===== src/brc_pkg.sv =====
// Constants and types for the bidirectional reset sequencer.
// Assumes a 40 MHz system clock and a 32-bit classic Wishbone bus.
package brc_pkg;

   // ==========================================================
   // Timing
   localparam int          CLK_PERIOD_NS     = 25;
   localparam int          RESET_INPUT_PIN_MIN_NS      = 100;
   // Least low time of the reset pin: 100 ns rounded up, plus 2 clocks
   localparam int          RESET_INPUT_PIN_FILT_CYCLES = (RESET_INPUT_PIN_MIN_NS + CLK_PERIOD_NS - 1)
                                               / CLK_PERIOD_NS + 2;
   localparam logic [2:0]  FILT_LAST         = 3'(RESET_INPUT_PIN_FILT_CYCLES - 1);
   localparam int          RESET_SEQ_CYCLES  = 1024;
   localparam logic [10:0] SEQ_LAST          = 11'(RESET_SEQ_CYCLES - 1);

   // ==========================================================
   // Register map (byte addresses)
   localparam logic [7:0] ADR_CTRL   = 8'h00;
   localparam logic [7:0] ADR_FLAGS  = 8'h04;
   localparam logic [7:0] ADR_IRQ_ST = 8'h08;
   localparam logic [7:0] ADR_IRQ_MK = 8'h0C;
   localparam logic [7:0] ADR_STRAP  = 8'h10;

   // Field positions
   localparam int CTRL_BDEN_BIT  = 0;
   localparam int CTRL_SWRST_BIT = 1;
   localparam int FLAGS_INIT_BIT = 4;
   localparam int FLAGS_BOOT_BIT = 5;
   localparam int FLAGS_BDA_BIT  = 6;
   localparam int BOOT_STRAP_BIT = 4;

   // Reset values
   localparam logic [3:0]  IRQ_MASK_RST = 4'h0;
   localparam logic [15:0] STRAP_RST    = 16'hFFFF;

   // Reset source flags, also the layout of the interrupt registers
   typedef struct packed {
      logic wdt;
      logic sw;
      logic short_hw;
      logic long_hw;
   } brc_flags_t;

   localparam brc_flags_t FLAGS_LONG_HW = '{wdt: 1'b0, sw: 1'b0,
                                           short_hw: 1'b0, long_hw: 1'b1};

   // Sequencer states
   typedef enum logic [2:0] {
      ST_RUN  = 3'b001,
      ST_SEQ  = 3'b010,
      ST_HOLD = 3'b100
   } brc_state_t;

endpackage : brc_pkg


===== src/brc_reset_ctrl.sv =====
// Reset sequencer with optional bidirectional reset pin.
// Assumes the reset pin and strap port arrive asynchronously, and that the
// core pulses eoi_i, sw_reset_i and wdt_reset_i for one clock each.
//
// Contract
// - The bidirectional enable locks after end of init and clears on every reset.
// - With bidirectional reset active, the source flags always show a long hardware reset.
// - With bidirectional reset active, every reset samples and applies the straps.
// - With bidirectional reset active, a low boot select strap selects the boot loader.
// - With bidirectional reset active, a short hardware reset lasts the full sequence.
// - With bidirectional reset active, the block pulls the pin low for the whole sequence.
// - The reset indication output is low from any reset until end of init.
// - A low reset pin puts the device into reset.
//
// The implementer's own choices: the Wishbone interface to the registers and the address map.
module brc_reset_ctrl
   import brc_pkg::*;
(
   // Clock and reset
   input  wire logic        clk_i,
   input  wire logic        rst_i,
   // Wishbone slave
   input  wire logic        wb_cyc_i,
   input  wire logic        wb_stb_i,
   input  wire logic        wb_we_i,
   input  wire logic [7:0]  wb_adr_i,
   input  wire logic [3:0]  wb_sel_i,
   input  wire logic [31:0] wb_dat_i,
   output logic      [31:0] wb_dat_o,
   output logic             wb_ack_o,
   // Core events
   input  wire logic        eoi_i,
   input  wire logic        sw_reset_i,
   input  wire logic        wdt_reset_i,
   // Open-drain reset pin
   input  wire logic        reset_input_pin_i,
   output logic             reset_input_pin_o,
   output logic             reset_input_pin_oe_n_o,
   // Straps and results
   input  wire logic [15:0] config_strap_port_i,
   output logic      [15:0] strap_cfg_o,
   output logic             boot_loader_o,
   output logic             core_reset_o,
   output logic             reset_indication_output_o,
   output logic             irq_o
);

   // ==========================================================
   // Declarations
   brc_state_t  state;
   logic [10:0] seq_cnt;
   logic [2:0]  filt_cnt;
   logic [1:0]  pin_sync;
   logic [15:0] strap_meta;
   logic [15:0] strap_sync;
   logic        pin_s;
   logic        bidir_reset_enable;
   logic        bidir_active;
   logic        init_done;
   logic        cause_hw;
   logic        cause_sw;
   brc_flags_t  flags;
   brc_flags_t  next_flags;
   brc_flags_t  irq_stat;
   brc_flags_t  irq_mask;
   logic        pin_trig;
   logic        sw_req;
   logic        seq_start;
   logic        seq_end;
   logic        wb_wr;
   logic        wb_rd;

   // ==========================================================
   // Input synchronisers
   // Two flops before any logic looks at pin or straps
   always_ff @(posedge clk_i) begin
      pin_sync   <= {pin_sync[0], reset_input_pin_i};
      strap_meta <= config_strap_port_i;
      strap_sync <= strap_meta;
   end

   assign pin_s = pin_sync[1];

   // Low-time filter on the pin; runs only while the core is running, so the
   // block never sees its own drive as a new request
   always_ff @(posedge clk_i) begin
      if (rst_i || state != ST_RUN || pin_s) begin
         filt_cnt <= 3'h0;
      end else if (filt_cnt != FILT_LAST) begin
         filt_cnt <= filt_cnt + 3'h1;
      end
   end

   // ==========================================================
   // Reset requests
   assign wb_wr = wb_cyc_i && wb_stb_i && wb_ack_o && wb_we_i;
   assign wb_rd = wb_cyc_i && wb_stb_i && !wb_ack_o && !wb_we_i;
   assign pin_trig = !pin_s && filt_cnt == FILT_LAST;
   assign sw_req = sw_reset_i || (wb_wr && wb_adr_i == ADR_CTRL && wb_sel_i[0]
                   && wb_dat_i[CTRL_SWRST_BIT]);
   assign seq_start = state == ST_RUN && (pin_trig || sw_req || wdt_reset_i);
   assign seq_end = state == ST_SEQ && seq_cnt == SEQ_LAST;

   // ==========================================================
   // Sequencer
   // Every reset runs the full count, so a short pin pulse is stretched
   always_ff @(posedge clk_i) begin
      if (rst_i) begin
         state   <= ST_SEQ;
         seq_cnt <= 11'h000;
      end else begin
         unique case (state)
            ST_RUN: begin
               seq_cnt <= 11'h000;
               if (seq_start) begin
                  state <= ST_SEQ;
               end
            end
            ST_SEQ: begin
               if (seq_end) begin
                  state <= ST_HOLD;
               end else begin
                  seq_cnt <= seq_cnt + 11'h001;
               end
            end
            ST_HOLD: begin
               // Waits out pin sync lag and any long external pull
               if (pin_s) begin
                  state <= ST_RUN;
               end
            end
         endcase
      end
   end

   assign core_reset_o = state != ST_RUN;

   // Pin is only ever pulled low; high level comes from the pull-up
   assign reset_input_pin_o = 1'b0;
   assign reset_input_pin_oe_n_o = !(state == ST_SEQ && bidir_active);

   // ==========================================================
   // Mode enable and init state
   // Mode taken at reset start; the enable itself is wiped by that reset
   always_ff @(posedge clk_i) begin
      if (rst_i) begin
         bidir_active <= 1'b0;
      end else if (seq_start) begin
         bidir_active <= bidir_reset_enable;
      end
   end

   always_ff @(posedge clk_i) begin
      if (rst_i || seq_start) begin
         bidir_reset_enable <= 1'b0;
      end else if (wb_wr && wb_adr_i == ADR_CTRL && wb_sel_i[0] && !init_done) begin
         bidir_reset_enable <= wb_dat_i[CTRL_BDEN_BIT];
      end
   end

   // Indication output tracks init state directly
   always_ff @(posedge clk_i) begin
      if (rst_i || seq_start) begin
         init_done <= 1'b0;
      end else if (eoi_i && state == ST_RUN) begin
         init_done <= 1'b1;
      end
   end

   assign reset_indication_output_o = init_done;

   // ==========================================================
   // Reset cause and source flags
   always_ff @(posedge clk_i) begin
      if (rst_i) begin
         cause_hw <= 1'b1;
         cause_sw <= 1'b0;
      end else if (seq_start) begin
         cause_hw <= pin_trig;
         cause_sw <= !pin_trig && !wdt_reset_i;
      end
   end

   // Own drive hides the pin, so short and long cannot be told apart
   always_comb begin
      next_flags = '0;
      if (bidir_active) begin
         next_flags = FLAGS_LONG_HW;
      end else if (cause_hw) begin
         next_flags.long_hw  = !pin_s;
         next_flags.short_hw = pin_s;
      end else if (cause_sw) begin
         next_flags.sw = 1'b1;
      end else begin
         next_flags.wdt = 1'b1;
      end
   end

   always_ff @(posedge clk_i) begin
      if (rst_i) begin
         flags <= FLAGS_LONG_HW;
      end else if (seq_end) begin
         flags <= next_flags;
      end
   end

   // ==========================================================
   // Strap capture
   always_ff @(posedge clk_i) begin
      if (rst_i) begin
         strap_cfg_o   <= STRAP_RST;
         boot_loader_o <= 1'b0;
      end else if (seq_end && (bidir_active || cause_hw)) begin
         strap_cfg_o   <= strap_sync;
         boot_loader_o <= !strap_sync[BOOT_STRAP_BIT];
      end
   end

   // ==========================================================
   // Interrupts
   // Set beats a write-one clear in the same cycle
   always_ff @(posedge clk_i) begin
      if (rst_i) begin
         irq_stat <= '0;
      end else begin
         irq_stat <= (irq_stat & ~((wb_wr && wb_adr_i == ADR_IRQ_ST && wb_sel_i[0])
                     ? brc_flags_t'(wb_dat_i[3:0]) : brc_flags_t'(4'h0)))
                     | (seq_end ? next_flags : brc_flags_t'(4'h0));
      end
   end

   always_ff @(posedge clk_i) begin
      if (rst_i) begin
         irq_mask <= IRQ_MASK_RST;
      end else if (wb_wr && wb_adr_i == ADR_IRQ_MK && wb_sel_i[0]) begin
         irq_mask <= wb_dat_i[3:0];
      end
   end

   assign irq_o = |(irq_stat & irq_mask);

   // ==========================================================
   // Wishbone slave
   // One wait state; unmapped reads return zero
   always_ff @(posedge clk_i) begin
      if (rst_i) begin
         wb_ack_o <= 1'b0;
      end else begin
         wb_ack_o <= wb_cyc_i && wb_stb_i && !wb_ack_o;
      end
   end

   always_ff @(posedge clk_i) begin
      if (rst_i) begin
         wb_dat_o <= 32'h0000_0000;
      end else if (wb_rd) begin
         unique case (wb_adr_i)
            ADR_CTRL:   wb_dat_o <= {31'h0, bidir_reset_enable};
            ADR_FLAGS:  wb_dat_o <= {25'h0, bidir_active, boot_loader_o,
                                     init_done, flags};
            ADR_IRQ_ST: wb_dat_o <= {28'h0, irq_stat};
            ADR_IRQ_MK: wb_dat_o <= {28'h0, irq_mask};
            ADR_STRAP:  wb_dat_o <= {16'h0, strap_cfg_o};
            default:    wb_dat_o <= 32'h0000_0000;
         endcase
      end
   end

   // ==========================================================
   // Checks
   a_enable_lock: assert property (@(posedge clk_i) disable iff (rst_i)
      (init_done && !seq_start) |=> $stable(bidir_reset_enable))
      else $error("enable changed after end of init");

   a_enable_clear: assert property (@(posedge clk_i) disable iff (rst_i)
      seq_start |=> !bidir_reset_enable)
      else $error("enable not cleared by reset");

   a_flags_long: assert property (@(posedge clk_i) disable iff (rst_i)
      (seq_end && bidir_active) |=> flags == FLAGS_LONG_HW)
      else $error("flags not long hardware reset");

   a_strap_apply: assert property (@(posedge clk_i) disable iff (rst_i)
      (seq_end && bidir_active) |=> strap_cfg_o == $past(strap_sync))
      else $error("straps not applied");

   a_boot_select: assert property (@(posedge clk_i) disable iff (rst_i)
      (seq_end && bidir_active) |=> boot_loader_o == !$past(strap_sync[BOOT_STRAP_BIT]))
      else $error("boot select wrong");

   a_reset_stretch: assert property (@(posedge clk_i) disable iff (rst_i)
      seq_start |=> core_reset_o [*8] ##0 (seq_cnt == 11'h007))
      else $error("reset sequence cut short");

   a_pin_drive: assert property (@(posedge clk_i) disable iff (rst_i)
      (seq_start && bidir_reset_enable) |=> !reset_input_pin_oe_n_o [*8])
      else $error("pin not pulled low");

   a_indication_low: assert property (@(posedge clk_i) disable iff (rst_i)
      (!reset_indication_output_o && !(eoi_i && state == ST_RUN))
      |=> !reset_indication_output_o)
      else $error("indication rose without end of init");

   a_pin_reset: assert property (@(posedge clk_i) disable iff (rst_i)
      (state == ST_RUN && !pin_s && filt_cnt == FILT_LAST) |=> state == ST_SEQ)
      else $error("low pin did not reset");

   // Own count of held cycles, kept apart from the sequencer so the check
   // does not lean on the counter that it guards
   logic [10:0] held_cnt;

   always_ff @(posedge clk_i) begin
      if (rst_i || seq_start) begin
         held_cnt <= 11'h000;
      end else if (core_reset_o && held_cnt != 11'(RESET_SEQ_CYCLES)) begin
         held_cnt <= held_cnt + 11'h001;
      end
   end

   a_stretch_full: assert property (@(posedge clk_i) disable iff (rst_i)
      $fell(core_reset_o) |-> held_cnt == 11'(RESET_SEQ_CYCLES))
      else $error("reset released before full sequence");

endmodule : brc_reset_ctrl


===== config.mk =====
export PLATFORM = sky130hd
export DESIGN_NAME = brc_reset_ctrl
export DESIGN_NICKNAME = d
export VERILOG_FILES = /design/src/brc_pkg.sv /design/src/brc_reset_ctrl.sv
export SDC_FILE = /design/constraint.sdc
export NUM_CORES = 1
export LEC_CHECK = 0
export BUFFER_PORTS_ARGS = -buffer_cell sky130_fd_sc_hd__buf_2
export CORE_ASPECT_RATIO = 0.6
export CORE_UTILIZATION = 56
export CTS_BUF_LIST = sky130_fd_sc_hd__clkbuf_4
export DETAILED_ROUTE_END_ITERATION = 10
export GPL_ROUTABILITY_DRIVEN = 0
export GPL_TIMING_DRIVEN = 1
export PLACE_DENSITY = 0.87
export SETUP_SLACK_MARGIN = 0.15
export SYNTH_ARGS = -nofsm -noshare
export SYNTH_HDL_FRONTEND = slang
export SYNTH_SLANG_ARGS = --single-unit

===== constraint.sdc =====
create_clock -name clk_i -period 4.6 [get_ports clk_i]
set_input_delay 0.23 -clock clk_i [delete_from_list [all_inputs] [get_ports clk_i]]
set_output_delay 0.23 -clock clk_i [all_outputs]
set_load 0.05 [all_outputs]

==> run_results.csv <==
group,metric,value,unit
worst_setup_path,crit_path_end_kind,"flop",
synth,synth_flop_cell,"dfxtp_1",
die,start_util,59.51,%
final_layout,fin_cells,571,
run,drv_cap,0,
synth,syn_area_per_cell,9.414,sq um
die,core_area,6248,sq um
die,fp-row-count,22,
sta,period_minus_slack,2.503,ns
sta,rsz0062_at_grt,"no",
sta,fmax,0.3995,GHz
clock_tree,clkLatencyLatePin,0.45,ns
global_route,grt_usage,24.60,%
synth,synth_most_common_cell,"dfxtp_1",
synth,synthDistinctLibCells,46,
sta,period_share,54.42,%
worst_setup_path,setup.worst_path.class,"flop to flop",
clock_tree,cts_tree,"yes",
run_status,status,"complete, no violations",
final_layout,syn_to_final_growth,17.97,%
clock_tree,clk_path_buf_depth,2,
sta,slew_headroom,14.91,%
power_and_ir_drop,power,1.485,mW
placement,portBuffers,75,
synth,synth.area.top_cells,"dfxtp_1, a21oi_1, nor2_1",
route,vias,3133,
final_layout,fillerInstances,446,
route,drt-initial-drc-count,284,
global_route,first_global_vias,2755,
hold_path,hold_class,"input port to flop",
clock_tree,numCtsBuffers,9,
power_and_ir_drop,vdd_drop_max,0.2694,mV
clock_tree,htreeDepth,3,
die,num_io_pins,124,
synth,synth_edf_count,0,
final_layout,diodes,0,
placement,placed_cells,537,
route,first_pass_iters,5,
synth,yosysTopAreaCell,"dfxtp_1",
global_route,grt_first_pass_wirelength,12.98,mm
route,wl,8.180,mm
worst_setup_path,worstPathMaxFanout,34,
global_route,antenna_found_initial,0,
worst_setup_path,worstPathArrival,2.80,ns
die,die_h,65.12,um
route,wl_per_cell,14.33,um
global_route,grt_overflow,0,
route,ant_nets,0,
worst_setup_path,cp.required,4.90,ns
power_and_ir_drop,power_density,338.5,nW/um^2
sta,hold_viol_final,0,
sta,tns,0,ns
synth,ys_seq_elements,102,
placement,dp_hpwl,5.605,mm
die,die_w,107.2,um
sta,finClkSkew,0.02110,ns
synth,synthTopCellsByCount,"dfxtp_1, nor2_1, a21oi_1, nand2_1, nor3_1",
clock_tree,cts.sinks,102,
final_layout,drive_above_1_share,20.74,%
synth,synth_top_area_share,54.91,%
die,die-area,6981,sq um
power_and_ir_drop,p_leak,1.757,nW
synth,netlist_area,3719,sq um
clock_tree,path_clk_slew,0.16,ns
route,via_per_inst,5.487,
final_layout,fin_nets,554,
synth,ys_seq_area_share,54.91,%
worst_setup_path,cp-start-kind,"flop",
synth,syn_inst,395,
final_layout,multi_input_area,1511,sq um
clock_tree,post_cts_resized,0,
final_layout,seq_area,2042,sq um
final_layout,final_core_util,70.20,%
clock_tree,root_buffer,"clkbuf_4",
sta,drv_slew,0,
route,drc,0,
sta,tightest_slew,1.260,ns
synth,yosysWarnings,0,
sta,finalSetupViolCount,0,
synth,async_flop_share,0,%
global_route,grt_max_degree,72,
## kinds of logic after synthesis
kind of cell	count (synthesis)	synth area share, %
multiplexers	4	1.110
AO/OA/AOI/OAI	80	13.63
XOR/XNOR	8	1.884
AND/OR/NAND/NOR	156	21.30
buffers and inverters	41	6.057
flip-flops	102	54.91
adder cells (fa/ha/maj)	3	1.010
other	1	0.1008
## registers in the layout, summed over array words and instances, names as in the netlist, 2 cells and up
register	count
flags	4
strap_cfg_o	16
strap_meta	16
filt_cnt	3
pin_sync	2
wb_dat_o	16
strap_sync	16
irq_stat	4
irq_mask	4
state	3
seq_cnt	11
## final timing paths
path | from | end | slack (ns) | cells past startpoint
setup reg to reg | state[1] | strap_cfg_o[4] | 2.10 | 5
setup / recovery | state[1] | strap_cfg_o[4] | 2.10 | 5
hold / removal | wb_dat_i[2] | irq_mask[2] | 0.04 | 3
hold reg to reg | strap_meta[12] | strap_sync[12] | 0.34 | 0
## repair_timing
action	in CTS	in global routing
hold buffers	17	1
setup buffers	0	0
hold endpoints to repair	17	1
## placed cells by master (no fill, tap or decap), drive strengths merged, types with 4 or more instances in the layout
| cell type | n |
|---|---|
| nand4 | 7 |
| o21ai | 7 |
| inv | 11 |
| clkbuf | 10 |
| buf | 76 |
| nor4 | 9 |
| nor3 | 27 |
| dfxtp | 102 |
| nor3b | 4 |
| nand2 | 29 |
| nor2 | 50 |
| conb | 17 |
| or3 | 4 |
| a21oi | 39 |
| a22oi | 17 |
| dlygate4sd3 | 18 |
| nand3 | 13 |
| xnor2 | 5 |
## critical path, stage by stage, from the launching register on
cell	delay [ns]
dfxtp_1	0.39
nor3b_2	0.49
nand3_1	0.19
or3_1	0.83
nor3_1	0.38
a21oi_1	0.06
## where the power goes
group	switching [mW]	internal (mW)	leakage, nW
clock network	0.313	0.134	0.0742
logic	0.0799	0.0377	0.847
registers	0.0144	0.907	0.836
total	0.407	1.08	1.76
## final cells by class
| cell class | count | share of cell area, % |
|---|---|---|
| Clock buffer | 10 | 1.711 |
| Multi-Input combinational cell | 268 | 34.46 |
| Tap cell | 84 | 2.396 |
| Inverter | 7 | 0.5990 |
| Sequential cell | 102 | 46.55 |
| Clock inverter | 6 | 1.455 |
| Timing Repair Buffer | 94 | 12.84 |
## routing by layer
metal | global-route usage (%) | up-vias | share of wire (%)
li1 | - | 1538 | -
met1 | 33.80 | 1454 | 46
met2 | 35.08 | 127 | 43
met3 | 9.028 | 14 | 9.4
met4 | 9.760 | 0 | 1.9
met5 | 0 | - | 0
## stage by stage
| stage | setup WS, ns | instance area, sq um | hold slack, ns |
|---|---|---|---|
| after detailed placement | 2.211 | 4068 | 0.3121 |
| final | 2.097 | 4387 | 0.04308 |
| after global routing | 1.914 | 4387 | 0.01248 |
| after CTS | 2.118 | 4377 | 0.001581 |
| after global placement | 2.286 | 4068 | 0.3112 |
| after floorplan | 2.697 | 3779 | 0.2577 |
Note: power is estimated with default switching activity, not from simulation.
